===== src/verilog/bis_defs.vh =====
// bis_defs.vh: register offsets, field positions, reset values and bit counts
// of the bus interrupt and status block.
// assumes inclusion by its bare name from the design files of the block.
`ifndef BIS_DEFS_VH
`define BIS_DEFS_VH

// ==========================================================================
// register offsets on the plain register port
`define BIS_OFF_CTRL 2'h0
`define BIS_OFF_STAT 2'h1
`define BIS_OFF_SADDR 2'h2
`define BIS_OFF_DATA 2'h3

// ==========================================================================
// bus_control_reg fields
`define BIS_CTRL_WREL 5
`define BIS_CTRL_SPIE 4
`define BIS_CTRL_WTIM 3
`define BIS_CTRL_ACKE 2
`define BIS_CTRL_MASK 8'h1c

// ==========================================================================
// bus_status_reg fields
`define BIS_STAT_MSTS 7
`define BIS_STAT_ALD 6
`define BIS_STAT_EXC 5
`define BIS_STAT_COI 4
`define BIS_STAT_TRC 3
`define BIS_STAT_ACKD 2
`define BIS_STAT_STD 1
`define BIS_STAT_SPD 0

// ==========================================================================
// reset values
`define BIS_CTRL_RST 8'h00
`define BIS_SADDR_RST 8'h00
`define BIS_DATA_RST 8'h00

// ==========================================================================
// serial clock counts within one byte
`define BIS_CNT_EIGHTH 4'h8
`define BIS_CNT_NINTH 4'h9

`endif


===== src/verilog/bis_cond.v =====
// bis_cond.v: finds serial clock edges and start and stop conditions.
// assumes synchronised line levels on the same clock.
`timescale 1ns/10ps

module bis_cond (
    input wire clock_i,     // system clock
    input wire arst_n_i,    // async reset, active low
    input wire scl_i,       // synchronised clock line
    input wire sda_i,       // synchronised data line
    output wire scl_rise_o, // clock line rose, one cycle
    output wire scl_fall_o, // clock line fell, one cycle
    output wire start_o,    // start or restart seen, one cycle
    output wire stop_o      // stop seen, one cycle
);

    reg scl_q;
    reg sda_q;

    // ==========================================================================
    // previous levels for edge finding
    always @(posedge clock_i or negedge arst_n_i) begin
        if (!arst_n_i) begin
            scl_q <= 1'b1;
            sda_q <= 1'b1;
        end else begin
            scl_q <= scl_i;
            sda_q <= sda_i;
        end
    end

    // data moving while the clock stays high marks a condition
    assign scl_rise_o = scl_i & ~scl_q;
    assign scl_fall_o = ~scl_i & scl_q;
    assign start_o = scl_i & scl_q & sda_q & ~sda_i;
    assign stop_o = scl_i & scl_q & ~sda_q & sda_i;

endmodule // bis_cond


===== src/verilog/bis_i2c_irq.v =====
// bis_i2c_irq.v: interrupt and status generation of a two-wire bus channel.
// assumes an own master engine outside reports master operation on master_mode_i,
// and that software serves each bus_event_irq pulse before the next byte.
`timescale 1ns/10ps
`include "bis_defs.vh"

// Overview of operation
// - every interrupt comes with a defined status held until serviced
// - stop gives status 00000001 and interrupt only with stop enable
// - master: 10XXX110 at address, 10XXX000 at data, 10XXXX00 last
// - master ninth-clock timing: data reads 10XXX100, one interrupt per byte
// - master restart ninth-clock: 10XXX110 per address, 10XXXX00 per data
// - master extension code: 1010X110, 1010X000, 1010XX00 at last
// - master extension code ninth-clock: data reads 1010X100
// - matched slave eighth-clock: 0001X110 at address, 0001X000 at data
// - matched slave ninth-clock: 0001X100 data, 0001XX00 final
// - restart with own address again: 0001X110 and continue matched
// - restart with extension code: 0010X010 then 0010X000 for data
// - restart with foreign address: one 00000X10 interrupt, then silence
// - extension code slave eighth-clock: 0010X010 then 0010X000
// - extension code slave ninth-clock: 0010X010, 0010X110, 0010X100, 0010XX00
// - extension then restart with own address: matched status 0001X110
// - timing select picks eighth or ninth clock for wait and interrupt on data bytes
// - start detection sets start flag in status bit 1
// - stop sets status bit 0; interrupt only when control bit 4 set
// - status bit 3 shows transmit direction after eighth address bit
module bis_i2c_irq (
    input wire clock_i,            // system clock, 250 MHz
    input wire arst_n_i,           // async reset, active low
    input wire master_mode_i,      // own master engine drives this transfer
    input wire scl_i,              // clock line level
    output wire scl_o,             // clock line drive value, always low
    output wire scl_oe_n_o,        // clock line drive enable, active low
    input wire sda_i,              // data line level
    output wire sda_o,             // data line drive value, always low
    output wire sda_oe_n_o,        // data line drive enable, active low
    input wire [1:0] reg_addr_i,   // register offset
    input wire [7:0] reg_wdata_i,  // register write data
    input wire reg_wr_i,           // write strobe
    input wire reg_rd_i,           // read strobe
    output wire [7:0] reg_rdata_o, // read data, cycle after the strobe
    output wire bus_event_irq_o    // bus event interrupt, one-cycle pulse
);

    // transfer kinds of the current frame
    localparam [2:0] KIND_NONE = 3'h0;
    localparam [2:0] KIND_MASTER = 3'h1;
    localparam [2:0] KIND_MATCH = 3'h2;
    localparam [2:0] KIND_EXT = 3'h3;
    localparam [2:0] KIND_MISS = 3'h4;

    // ==========================================================================
    // extension code: first address nibble all zero or all one
    function is_ext;
        input [6:0] addr;
        begin
            is_ext = (addr[6:3] == 4'h0) | (addr[6:3] == 4'hf);
        end
    endfunction

    wire [1:0] line_sync;
    wire scl_s;
    wire sda_s;
    wire scl_rise;
    wire scl_fall;
    wire start_det;
    wire stop_det;

    reg [7:0] ctrl_q;
    reg [7:0] saddr_q;
    reg [7:0] shift_q;
    reg [7:0] rx_data_q;
    reg [7:0] rdata_q;
    reg [3:0] cnt_q;
    reg [2:0] kind_q;
    reg addr_phase_q;
    reg mst_q;
    reg exc_q;
    reg coi_q;
    reg trc_q;
    reg ackd_q;
    reg std_q;
    reg spd_q;
    reg hold_q;
    reg ack_drv_q;
    reg irq_q;

    wire wtim;
    wire spie;
    wire acke;
    wire release_wait;
    wire [7:0] status;
    wire involved;

    // ==========================================================================
    // line synchroniser and condition finder
    bis_sync u_sync (
        .clock_i (clock_i),
        .arst_n_i (arst_n_i),
        .async_i ({scl_i, sda_i}),
        .sync_o (line_sync)
    );

    assign scl_s = line_sync[1];
    assign sda_s = line_sync[0];

    bis_cond u_cond (
        .clock_i (clock_i),
        .arst_n_i (arst_n_i),
        .scl_i (scl_s),
        .sda_i (sda_s),
        .scl_rise_o (scl_rise),
        .scl_fall_o (scl_fall),
        .start_o (start_det),
        .stop_o (stop_det)
    );

    assign wtim = ctrl_q[`BIS_CTRL_WTIM];
    assign spie = ctrl_q[`BIS_CTRL_SPIE];
    assign acke = ctrl_q[`BIS_CTRL_ACKE];
    assign involved = (kind_q == KIND_MASTER) | (kind_q == KIND_MATCH) | (kind_q == KIND_EXT);

    // wait ends on the release bit or on any write of the data register
    assign release_wait = reg_wr_i & (((reg_addr_i == `BIS_OFF_CTRL) & reg_wdata_i[`BIS_CTRL_WREL])
                                      | (reg_addr_i == `BIS_OFF_DATA));

    // ==========================================================================
    // status assembly; arbitration is handled elsewhere, so its bit reads zero
    assign status = {mst_q, 1'b0, exc_q, coi_q, trc_q, ackd_q, std_q, spd_q};

    // ==========================================================================
    // control and own address registers, read data one cycle later
    always @(posedge clock_i or negedge arst_n_i) begin
        if (!arst_n_i) begin
            ctrl_q <= `BIS_CTRL_RST;
            saddr_q <= `BIS_SADDR_RST;
            rdata_q <= 8'h00;
        end else begin
            if (reg_wr_i && reg_addr_i == `BIS_OFF_CTRL) begin
                ctrl_q <= reg_wdata_i & `BIS_CTRL_MASK; // release bit is a pulse, never stored
            end
            if (reg_wr_i && reg_addr_i == `BIS_OFF_SADDR) begin
                saddr_q <= {reg_wdata_i[7:1], 1'b0};
            end
            if (reg_rd_i) begin
                case (reg_addr_i)
                    `BIS_OFF_CTRL: rdata_q <= ctrl_q;
                    `BIS_OFF_STAT: rdata_q <= status; // reading has no side effect
                    `BIS_OFF_SADDR: rdata_q <= saddr_q;
                    default: rdata_q <= rx_data_q;
                endcase
            end else begin
                rdata_q <= 8'h00;
            end
        end
    end

    // ==========================================================================
    // bit counter and shifter; sampled on clock rise, events on clock fall
    always @(posedge clock_i or negedge arst_n_i) begin
        if (!arst_n_i) begin
            shift_q <= 8'h00;
            rx_data_q <= `BIS_DATA_RST;
            cnt_q <= 4'h0;
            addr_phase_q <= 1'b0;
        end else if (start_det || stop_det) begin
            cnt_q <= 4'h0;
            addr_phase_q <= start_det;
        end else if (scl_rise && cnt_q != `BIS_CNT_NINTH) begin
            cnt_q <= cnt_q + 4'h1;
            if (cnt_q != `BIS_CNT_EIGHTH) begin
                shift_q <= {shift_q[6:0], sda_s};
            end
        end else if (scl_fall && cnt_q == `BIS_CNT_EIGHTH) begin
            rx_data_q <= shift_q;
        end else if (scl_fall && cnt_q == `BIS_CNT_NINTH) begin
            cnt_q <= 4'h0;
            addr_phase_q <= 1'b0;
        end
    end

    // ==========================================================================
    // transfer kind, status flags, wait hold, acknowledge drive and interrupt
    // status changes only at these protocol points, so it stays stable while
    // the clock line is held and software reads it
    always @(posedge clock_i or negedge arst_n_i) begin
        if (!arst_n_i) begin
            kind_q <= KIND_NONE;
            mst_q <= 1'b0;
            exc_q <= 1'b0;
            coi_q <= 1'b0;
            trc_q <= 1'b0;
            ackd_q <= 1'b0;
            std_q <= 1'b0;
            spd_q <= 1'b0;
            hold_q <= 1'b0;
            ack_drv_q <= 1'b0;
            irq_q <= 1'b0;
        end else begin
            irq_q <= 1'b0;
            if (release_wait) begin
                hold_q <= 1'b0;
            end
            if (stop_det) begin
                // stop clears the frame and leaves 00000001
                kind_q <= KIND_NONE;
                mst_q <= 1'b0;
                exc_q <= 1'b0;
                coi_q <= 1'b0;
                trc_q <= 1'b0;
                ackd_q <= 1'b0;
                std_q <= 1'b0;
                spd_q <= 1'b1;
                hold_q <= 1'b0;
                ack_drv_q <= 1'b0;
                irq_q <= spie;
            end else if (start_det) begin
                // a restart keeps the kind so a later mismatch can be reported
                mst_q <= master_mode_i;
                exc_q <= 1'b0;
                coi_q <= 1'b0;
                ackd_q <= 1'b0;
                std_q <= 1'b1;
                spd_q <= 1'b0;
                hold_q <= 1'b0;
                ack_drv_q <= 1'b0;
            end else if (scl_rise && cnt_q == `BIS_CNT_EIGHTH) begin
                ackd_q <= ~sda_s; // ninth bit: acknowledge seen
            end else if (scl_fall && cnt_q == `BIS_CNT_EIGHTH) begin
                ackd_q <= 1'b0;
                if (addr_phase_q) begin
                    if (mst_q) begin
                        kind_q <= KIND_MASTER;
                        exc_q <= is_ext(shift_q[7:1]);
                        trc_q <= ~shift_q[0];
                    end else if (shift_q[7:1] == saddr_q[7:1]) begin
                        kind_q <= KIND_MATCH;
                        coi_q <= 1'b1;
                        trc_q <= shift_q[0];
                        ack_drv_q <= 1'b1; // own address always answered
                    end else if (is_ext(shift_q[7:1])) begin
                        // extension code interrupts at the eighth clock in both timings
                        kind_q <= KIND_EXT;
                        exc_q <= 1'b1;
                        trc_q <= 1'b0;
                        ack_drv_q <= acke;
                        irq_q <= 1'b1;
                        hold_q <= 1'b1;
                    end else if (involved) begin
                        kind_q <= KIND_MISS;
                        trc_q <= 1'b0;
                    end else begin
                        kind_q <= KIND_NONE;
                        trc_q <= 1'b0;
                    end
                end else if (involved) begin
                    std_q <= 1'b0;
                    ack_drv_q <= acke & ~trc_q;
                    if (!wtim) begin
                        irq_q <= 1'b1;
                        hold_q <= 1'b1;
                    end
                end
            end else if (scl_fall && cnt_q == `BIS_CNT_NINTH) begin
                ack_drv_q <= 1'b0;
                if (addr_phase_q) begin
                    case (kind_q)
                        KIND_MASTER, KIND_MATCH: begin
                            irq_q <= 1'b1;
                            hold_q <= 1'b1;
                        end
                        KIND_EXT: begin
                            if (wtim) begin
                                irq_q <= 1'b1;
                                hold_q <= 1'b1;
                            end
                        end
                        KIND_MISS: begin
                            // one report, then the frame is dropped: no data interrupts
                            irq_q <= 1'b1;
                            hold_q <= 1'b1;
                            kind_q <= KIND_NONE;
                        end
                        default: begin
                            kind_q <= KIND_NONE;
                        end
                    endcase
                end else if (involved && wtim) begin
                    irq_q <= 1'b1;
                    hold_q <= 1'b1;
                end
            end
        end
    end

    // ==========================================================================
    // open-drain drives; the hold starts a few cycles after the falling
    // edge because of the synchroniser, well inside the low phase
    assign scl_o = 1'b0;
    assign scl_oe_n_o = ~hold_q;
    assign sda_o = 1'b0;
    assign sda_oe_n_o = ~ack_drv_q;
    assign reg_rdata_o = rdata_q;
    assign bus_event_irq_o = irq_q;

endmodule // bis_i2c_irq


===== src/verilog/bis_sync.v =====
// bis_sync.v: two-stage synchroniser for the two bus lines.
// assumes the line inputs are asynchronous to clock_i.
`timescale 1ns/10ps

module bis_sync (
    input wire clock_i,       // system clock
    input wire arst_n_i,      // async reset, active low
    input wire [1:0] async_i, // raw line levels
    output wire [1:0] sync_o  // synchronised levels
);

    reg [1:0] meta_q;
    reg [1:0] sync_q;

    // ==========================================================================
    // two flops; lines idle high, so reset to one
    always @(posedge clock_i or negedge arst_n_i) begin
        if (!arst_n_i) begin
            meta_q <= 2'h3;
            sync_q <= 2'h3;
        end else begin
            meta_q <= async_i;
            sync_q <= meta_q;
        end
    end

    assign sync_o = sync_q;

endmodule // bis_sync

===== config.mk =====
export PLATFORM = sky130hd
export DESIGN_NAME = bis_i2c_irq
export DESIGN_NICKNAME = d
export VERILOG_FILES = /design/src/verilog/bis_cond.v /design/src/verilog/bis_i2c_irq.v /design/src/verilog/bis_sync.v
export VERILOG_INCLUDE_DIRS = /design/src /design/src/verilog
export SDC_FILE = /design/constraint.sdc
export NUM_CORES = 1
export LEC_CHECK = 0
export BUFFER_PORTS_ARGS = -buffer_cell sky130_fd_sc_hd__buf_2
export CORE_ASPECT_RATIO = 1.2
export CORE_UTILIZATION = 39
export CTS_CLUSTER_SIZE = 14
export DETAILED_ROUTE_END_ITERATION = 16
export PLACE_DENSITY = 0.55
export RECOVER_POWER = 50
export SYNTH_ARGS = -nofsm -noshare
export SYNTH_HDL_FRONTEND = slang
export SYNTH_HIERARCHICAL = 1
export SYNTH_SLANG_ARGS = --single-unit
export TNS_END_PERCENT = 30

===== constraint.sdc =====
create_clock -name clock_i -period 2.6 [get_ports clock_i]
set_input_delay 0.52 -clock clock_i [delete_from_list [all_inputs] [get_ports clock_i]]
set_output_delay 0.52 -clock clock_i [all_outputs]
set_load 0.01 [all_outputs]

# After elaboration in Yosys (flattened, before gate mapping)
# Index checks and enable logic that the tools add are counted.
dict set report totals {
  ff_bits 58
  wordCells 208
}
dict set report classes {
  reduce_logical 35
  n_eq_ne 28
  add_sub_neg 1
  mux 98
  bitwise_logic 24
}
# op count
set ops {}
lappend ops {{$mux 1} 78}
lappend ops {{$mux 3} 12}
lappend ops {{$pmux 8 s3} 1}
lappend ops {{$ne 3x3->1 const B} 6}
lappend ops {{$reduce_bool 3->1} 6}
lappend ops {{$mux 4} 4}
lappend ops {{$reduce_and 5->1} 3}
lappend ops {{$eq 4x4->1 const B} 3}
lappend ops {{$ne 4x4->1 const B} 3}
lappend ops {{$reduce_bool 4->1} 3}
lappend ops {{$and 1x1->1} 10}
lappend ops {{$ne 5x5->1 const B} 2}
lappend ops {{$not 1->1} 10}
lappend ops {{$reduce_and 3->1} 3}
lappend ops {{$mux 8} 1}
lappend ops {{$reduce_and 4->1} 2}
lappend ops {{$reduce_bool 2->1} 4}
lappend ops {{$eq 7x7->1} 1}
lappend ops {{$logic_and 1x1->1} 7}
lappend ops {{$eq 3x2->1 const B} 2}
lappend ops {{$ne 2x2->1 const B} 3}
lappend ops {{$ne 6x4->1 const B} 1}
lappend ops {{$reduce_and 6->1} 1}
lappend ops {{$reduce_or 3->1} 2}
lappend ops {{other kinds (13)} 18}

# Longest topological paths before layout
dict set report depth {
  word_depth 13
  depth_mapped 8
}

# Hierarchy
# Netlist, hierarchy kept.
# module n_inst cells_each area_per_inst_um2
set by_module_without_submodules {}
lappend by_module_without_submodules {bis_i2c_irq 1 223 2586.2}
lappend by_module_without_submodules {bis_sync 1 4 105.1}
lappend by_module_without_submodules {bis_cond 1 6 85.1}

# Worst setup path after synthesis
# No wires, ideal clock.
dict set report synth_path {
  kind {reg-to-reg}
  startpoint {register u_sync.sync_q[0], in the netlist u_sync/sync_o[0]}
  endpoint {register rx_data_q[0]}
  path_stages_with_launch 6
  setup_ns 0.125
  t_arrival_ns 1.880
  slack_ns 0.596
  t_required_ns 2.475
  path_buffers 1
  path_cell_list {dfstp_2 > and4b_1 > or2_2 > buf_2 > nor3_4 > mux2_2}
}
dict set report synth_between {
  elab_chain_cells 5
  word_cells_on_any_way 6
}
# element line_no
set synth_lines {}
lappend synth_lines {{start: declaration} bis_sync.v:13} ;# reg [1:0] sync_q;
lappend synth_lines {{start signal: assignment} bis_sync.v:23} ;# sync_q <= meta_q;
lappend synth_lines {{$not 1->1} bis_cond.v:34} ;# assign start_o = scl_i & scl_q & sda_q & ~sda_i;
lappend synth_lines {{$and 1x1->1} bis_cond.v:34}
lappend synth_lines {{net start_det} bis_i2c_irq.v:66} ;# wire start_det;
lappend synth_lines {{$logic_or 1x1->1} bis_i2c_irq.v:166} ;# end else if (start_det || stop_det) begin
lappend synth_lines {{$not 1->1 (no line)} -}
lappend synth_lines {{$reduce_and 3->1 (no line)} -}
lappend synth_lines {{end signal: assignment} bis_i2c_irq.v:163} ;# rx_data_q <= `BIS_DATA_RST;
lappend synth_lines {{end signal: assignment} bis_i2c_irq.v:175} ;# rx_data_q <= shift_q;
lappend synth_lines {{end: declaration} bis_i2c_irq.v:72} ;# reg [7:0] rx_data_q;
# The timed path passes the listed nets, and every way through them passes these cells.
# A chain may end at the register's enable or synchronous reset.

# Worst setup path in the final report
dict set report layout_path {
  startpoint {register u_sync.sync_q[0], in the netlist u_sync/sync_o[0]}
  endpoint {register rx_data_q[5]}
}
# Same word-level chain as after synthesis.

==> results.py <==
metrics = {
    "cts": {
        "cts_hold_buf": 0,
        "cts_htree_levels": 3,
        "clock_transition_at_the_registers_of_the_reported_paths_ns": 0.06,
        "clk_sink_count": 58,
        "ctsResizeCount": 0,
        "maximum_clock_insertion_buffer_count": 2,
        "tritoncts.num_buffers": 9,
        "clkLatencyLatePin_ns": 0.33,
        "tritoncts_clock_tree": "done",
        "cts-root-buf": "clkbuf_8",
        "post_cts_buffers": 0,
    },
    "place": {
        "buffer_ports.inserted": 26,
        "placement.setup.worst_slack_ns": 0.416,
        "globalplace.congestion": 0.804,
        "area_after_detailed_placement_um2": 3030,
        "dp_hpwl_um": 4160,
    },
    "logic_synthesis": {
        "syn_inst": 233,
        "top_reg_cell_synth": "dfrtp_1",
        "yosysWarnings": 6,
        "synthArstFlopShare": 1.00,
        "synth-edff-count": 0,
        "postSynthRegisterBits": 58,
        "syn-cell-area_um2": 2780,
        "fraction_of_the_yosys_area_taken_by_sequential_cells": 0.525,
        "synth_area_per_inst_um2": 11.9,
        "netlist-cell-type-count": 50,
    },
    "worst_setup_path": {
        "worstPathArrival_ns": 2.44,
        "endpoint_of_the_most_critical_register_to_register_path": "rx_data_q[5]$_DFFE_PN0P_",
        "crit_required_ns": 2.81,
        "critPathKind": "flop to flop",
        "r2r_slack_ns": 0.37,
        "reg2regPathDepth": 4,
        "setup.worst_path.end_class": "flop",
        "setup.worst_path.start_class": "flop",
        "rr_startpoint": "u_sync/sync_o[0]$_DFF_PN1_",
        "highest_net_fanout_along_the_worst_path": 8,
    },
    "grt": {
        "grt_pass1_wl_um": 9440,
        "overflow": 0,
        "grt_pass1_vias": 1887,
        "grt_start_max_net_pins": 33,
        "grt.total_usage": 0.174,
        "grt_antenna_before_repair": 0,
    },
    "route": {
        "via_per_inst": 5.30,
        "num_vias": 1904,
        "drc_errors": 0,
        "drt-initial-drc-count": 62,
        "routedWlPerCell_um": 15.9,
        "routed_wirelength_um": 5710,
        "antenna_violating_nets_post_route": 0,
        "drt_pre_antenna_iters": 4,
    },
    "layout": {
        "fillCellCount": 668,
        "stdcell_area_um2": 3180,
        "multi_input_comb_area_um2": 1250,
        "num_antenna_cells": 0,
        "layout_stage_area_growth_over_the_synthesis_result_pct": 14.5,
        "regArea_um2": 1460,
        "post_route_core_utilization": 0.464,
        "drive_above_1_share": 0.331,
        "nNetsFinal": 288,
    },
    "timing": {
        "finalHoldViolCount": 0,
        "fmax_ghz": 0.448,
        "timing.final.crit_period_ns": 2.23,
        "worst_slack_ns": 0.370,
        "fin_tns_setup_ns": 0,
        "layout_worst_path_cycle_share": 0.858,
        "setup_repair_after_global_routing_missed_its_margin": "no",
        "timing.slew.headroom": 0.0620,
        "worstMarginPinSlew_ns": 1.41,
        "final_slew_viol_count": 0,
        "fin_worst_skew_ns": 0.00580,
        "final-setup-viol-count": 0,
    },
    "floorplan": {
        "core.rowCount": 33,
        "effective_utilization_at_floorplan": 0.405,
        "die_w_um": 79.0,
        "core_area_um2": 6850,
        "dieHeight_um": 94.4,
        "io_pins": 30,
        "design.die.area_um2": 7460,
    },
    "min_path": {
        "holdPathStages": 1,
        "min-delay-start": "scl_i",
        "hold_class": "primary input to flop",
        "hold-path-endpoint": "u_sync/meta_q[1]$_DFF_PN1_",
    },
    "pwr": {
        "static-leakage-power_nw": 1.43,
        "power.density_nw_per_um2": 724,
        "total_power_mw": 2.30,
        "max-vdd-ir-drop_v": 0.000457,
    },
    "status": {
        "status": "complete, no violations",
    },
    "flow_run": {
        "max-cap-violations": 0,
    },
}
==> power breakdown <==
| part | internal [mW] | switching [mW] | total [mW] | leakage [nW] |
|---|---|---|---|---|
| registers | 1.03 | 0.149 | 1.18 | 0.738 |
| logic | 0.217 | 0.188 | 0.405 | 0.601 |
| clock network | 0.387 | 0.332 | 0.720 | 0.0920 |
| total | 1.63 | 0.669 | 2.30 | 1.43 |
==> synthesized netlist by cell type, types with 2 or more instances <==
master,number,area [um^2]
nor2b_1,6,37.5
mux2_2,30,338
and2_1,4,25.0
inv_1,7,26.3
a21oi_1,6,30.0
a22oi_1,3,22.5
nand3_1,3,15.0
a31oi_1,3,18.8
o21ai_0,12,60.1
nand2_1,15,56.3
dfrtp_1,52,1300
nand3b_1,3,22.5
nand2b_1,2,12.5
buf_4,2,15.0
dfstp_2,6,158
ha_1,3,37.5
o31ai_1,2,15.0
nand4_1,3,18.8
a32o_1,2,20.0
nor2_1,15,56.3
mux2i_1,4,40.0
mux4_2,3,67.6
nor3_1,6,30.0
a22o_1,2,17.5
and4b_1,4,40.0
xnor2_1,7,61.3
or2_2,2,12.5
buf_2,4,20.0
==> final cells by class <==
class | instances | share of cell area
clock buffers | 12 | 0.0488
clock inverters | 3 | 0.00472
inverters | 7 | 0.00827
multi-input cells | 161 | 0.394
flip-flops and latches | 58 | 0.459
well taps | 87 | 0.0343
repair buffers | 31 | 0.0512
==> metrics by stage <==
| step | cells | hold WS, ns |
|---|---|---|
| 5_1_grt | 359 | 0.261 |
| 2_1_floorplan | 234 | 0.224 |
| 4_1_cts | 359 | 0.213 |
| 3_3_place_gp | 344 | 0.347 |
| 3_5_place_dp | 344 | 0.347 |
| 6_report | 359 | 0.287 |
==> metal layers <==
metal | part of all wire | vias to the layer above | GRT usage
met3 | 0.040 | 9 | 0.0483
met5 | 0 | - | 0
met1 | 0.46 | 943 | 0.221
met4 | 0.013 | 0 | 0.0894
li1 | - | 907 | -
met2 | 0.48 | 45 | 0.272
==> worst max path at each step <==
stage,depth (start not counted),from,to
floorplan,5,u_sync/sync_o[0]$_DFF_PN1_,rx_data_q[0]$_DFFE_PN0P_
global placement,4,u_sync/sync_o[0]$_DFF_PN1_,rx_data_q[7]$_DFFE_PN0P_
detailed placement,4,u_sync/sync_o[0]$_DFF_PN1_,rx_data_q[6]$_DFFE_PN0P_
CTS,4,u_sync/sync_o[0]$_DFF_PN1_,rx_data_q[5]$_DFFE_PN0P_
global route,2,arst_n_i,ctrl_q[3]$_DFFE_PN0P_
finish,4,u_sync/sync_o[0]$_DFF_PN1_,rx_data_q[5]$_DFFE_PN0P_
==> kinds of logic (layout without fill, tap and decap cells) <==
family                   after synthesis  count (layout)  share of synthesized area
other                                  1               2                    0.00135
adder cells (fa/ha/maj)                3               3                     0.0135
flip-flops                            58              58                      0.525
XOR/XNOR                               7               7                     0.0221
AO/OA/AOI/OAI                         40              40                      0.101
AND/OR/NAND/NOR                       72              72                      0.151
buffers and inverters                 15              53                     0.0252
multiplexers                          37              37                      0.160
==> sequential cells by signal, indices dropped and copies added (netlist names), 2 cells and up <==
| signal | count |
|---|---|
| ctrl_q | 3 |
| kind_q | 3 |
| u_sync/meta_q | 2 |
| u_sync/sync_o | 2 |
| reg_rdata_o | 8 |
| cnt_q | 4 |
| shift_q | 8 |
| rx_data_q | 8 |
| saddr_q | 7 |
==> worst max-delay path: stages (launching register included) <==
cell and delay (ns):
dfstp_1 0.57, and4b_1 0.30, or2_2 0.39, nor3_4 0.45, mux2_2 0.40
==> placed cells by master, fill, tap and decap left out, drive strengths merged, types with 4 or more instances in the layout <==
cell type | synthesis | routed
inv | 7 | 7
nor2b | 6 | 6
dfstp | 6 | 6
and4b | 4 | 4
buf | 7 | 28
nor2 | 15 | 15
xnor2 | 7 | 7
mux2 | 30 | 30
and2 | 4 | 4
clkbuf | 1 | 15
nor3 | 7 | 7
a31oi | 4 | 4
nand2 | 16 | 16
dfrtp | 52 | 52
mux2i | 4 | 4
o21ai | 12 | 12
a21oi | 6 | 6
No activity file was read; power rests on OpenSTA's default activity.
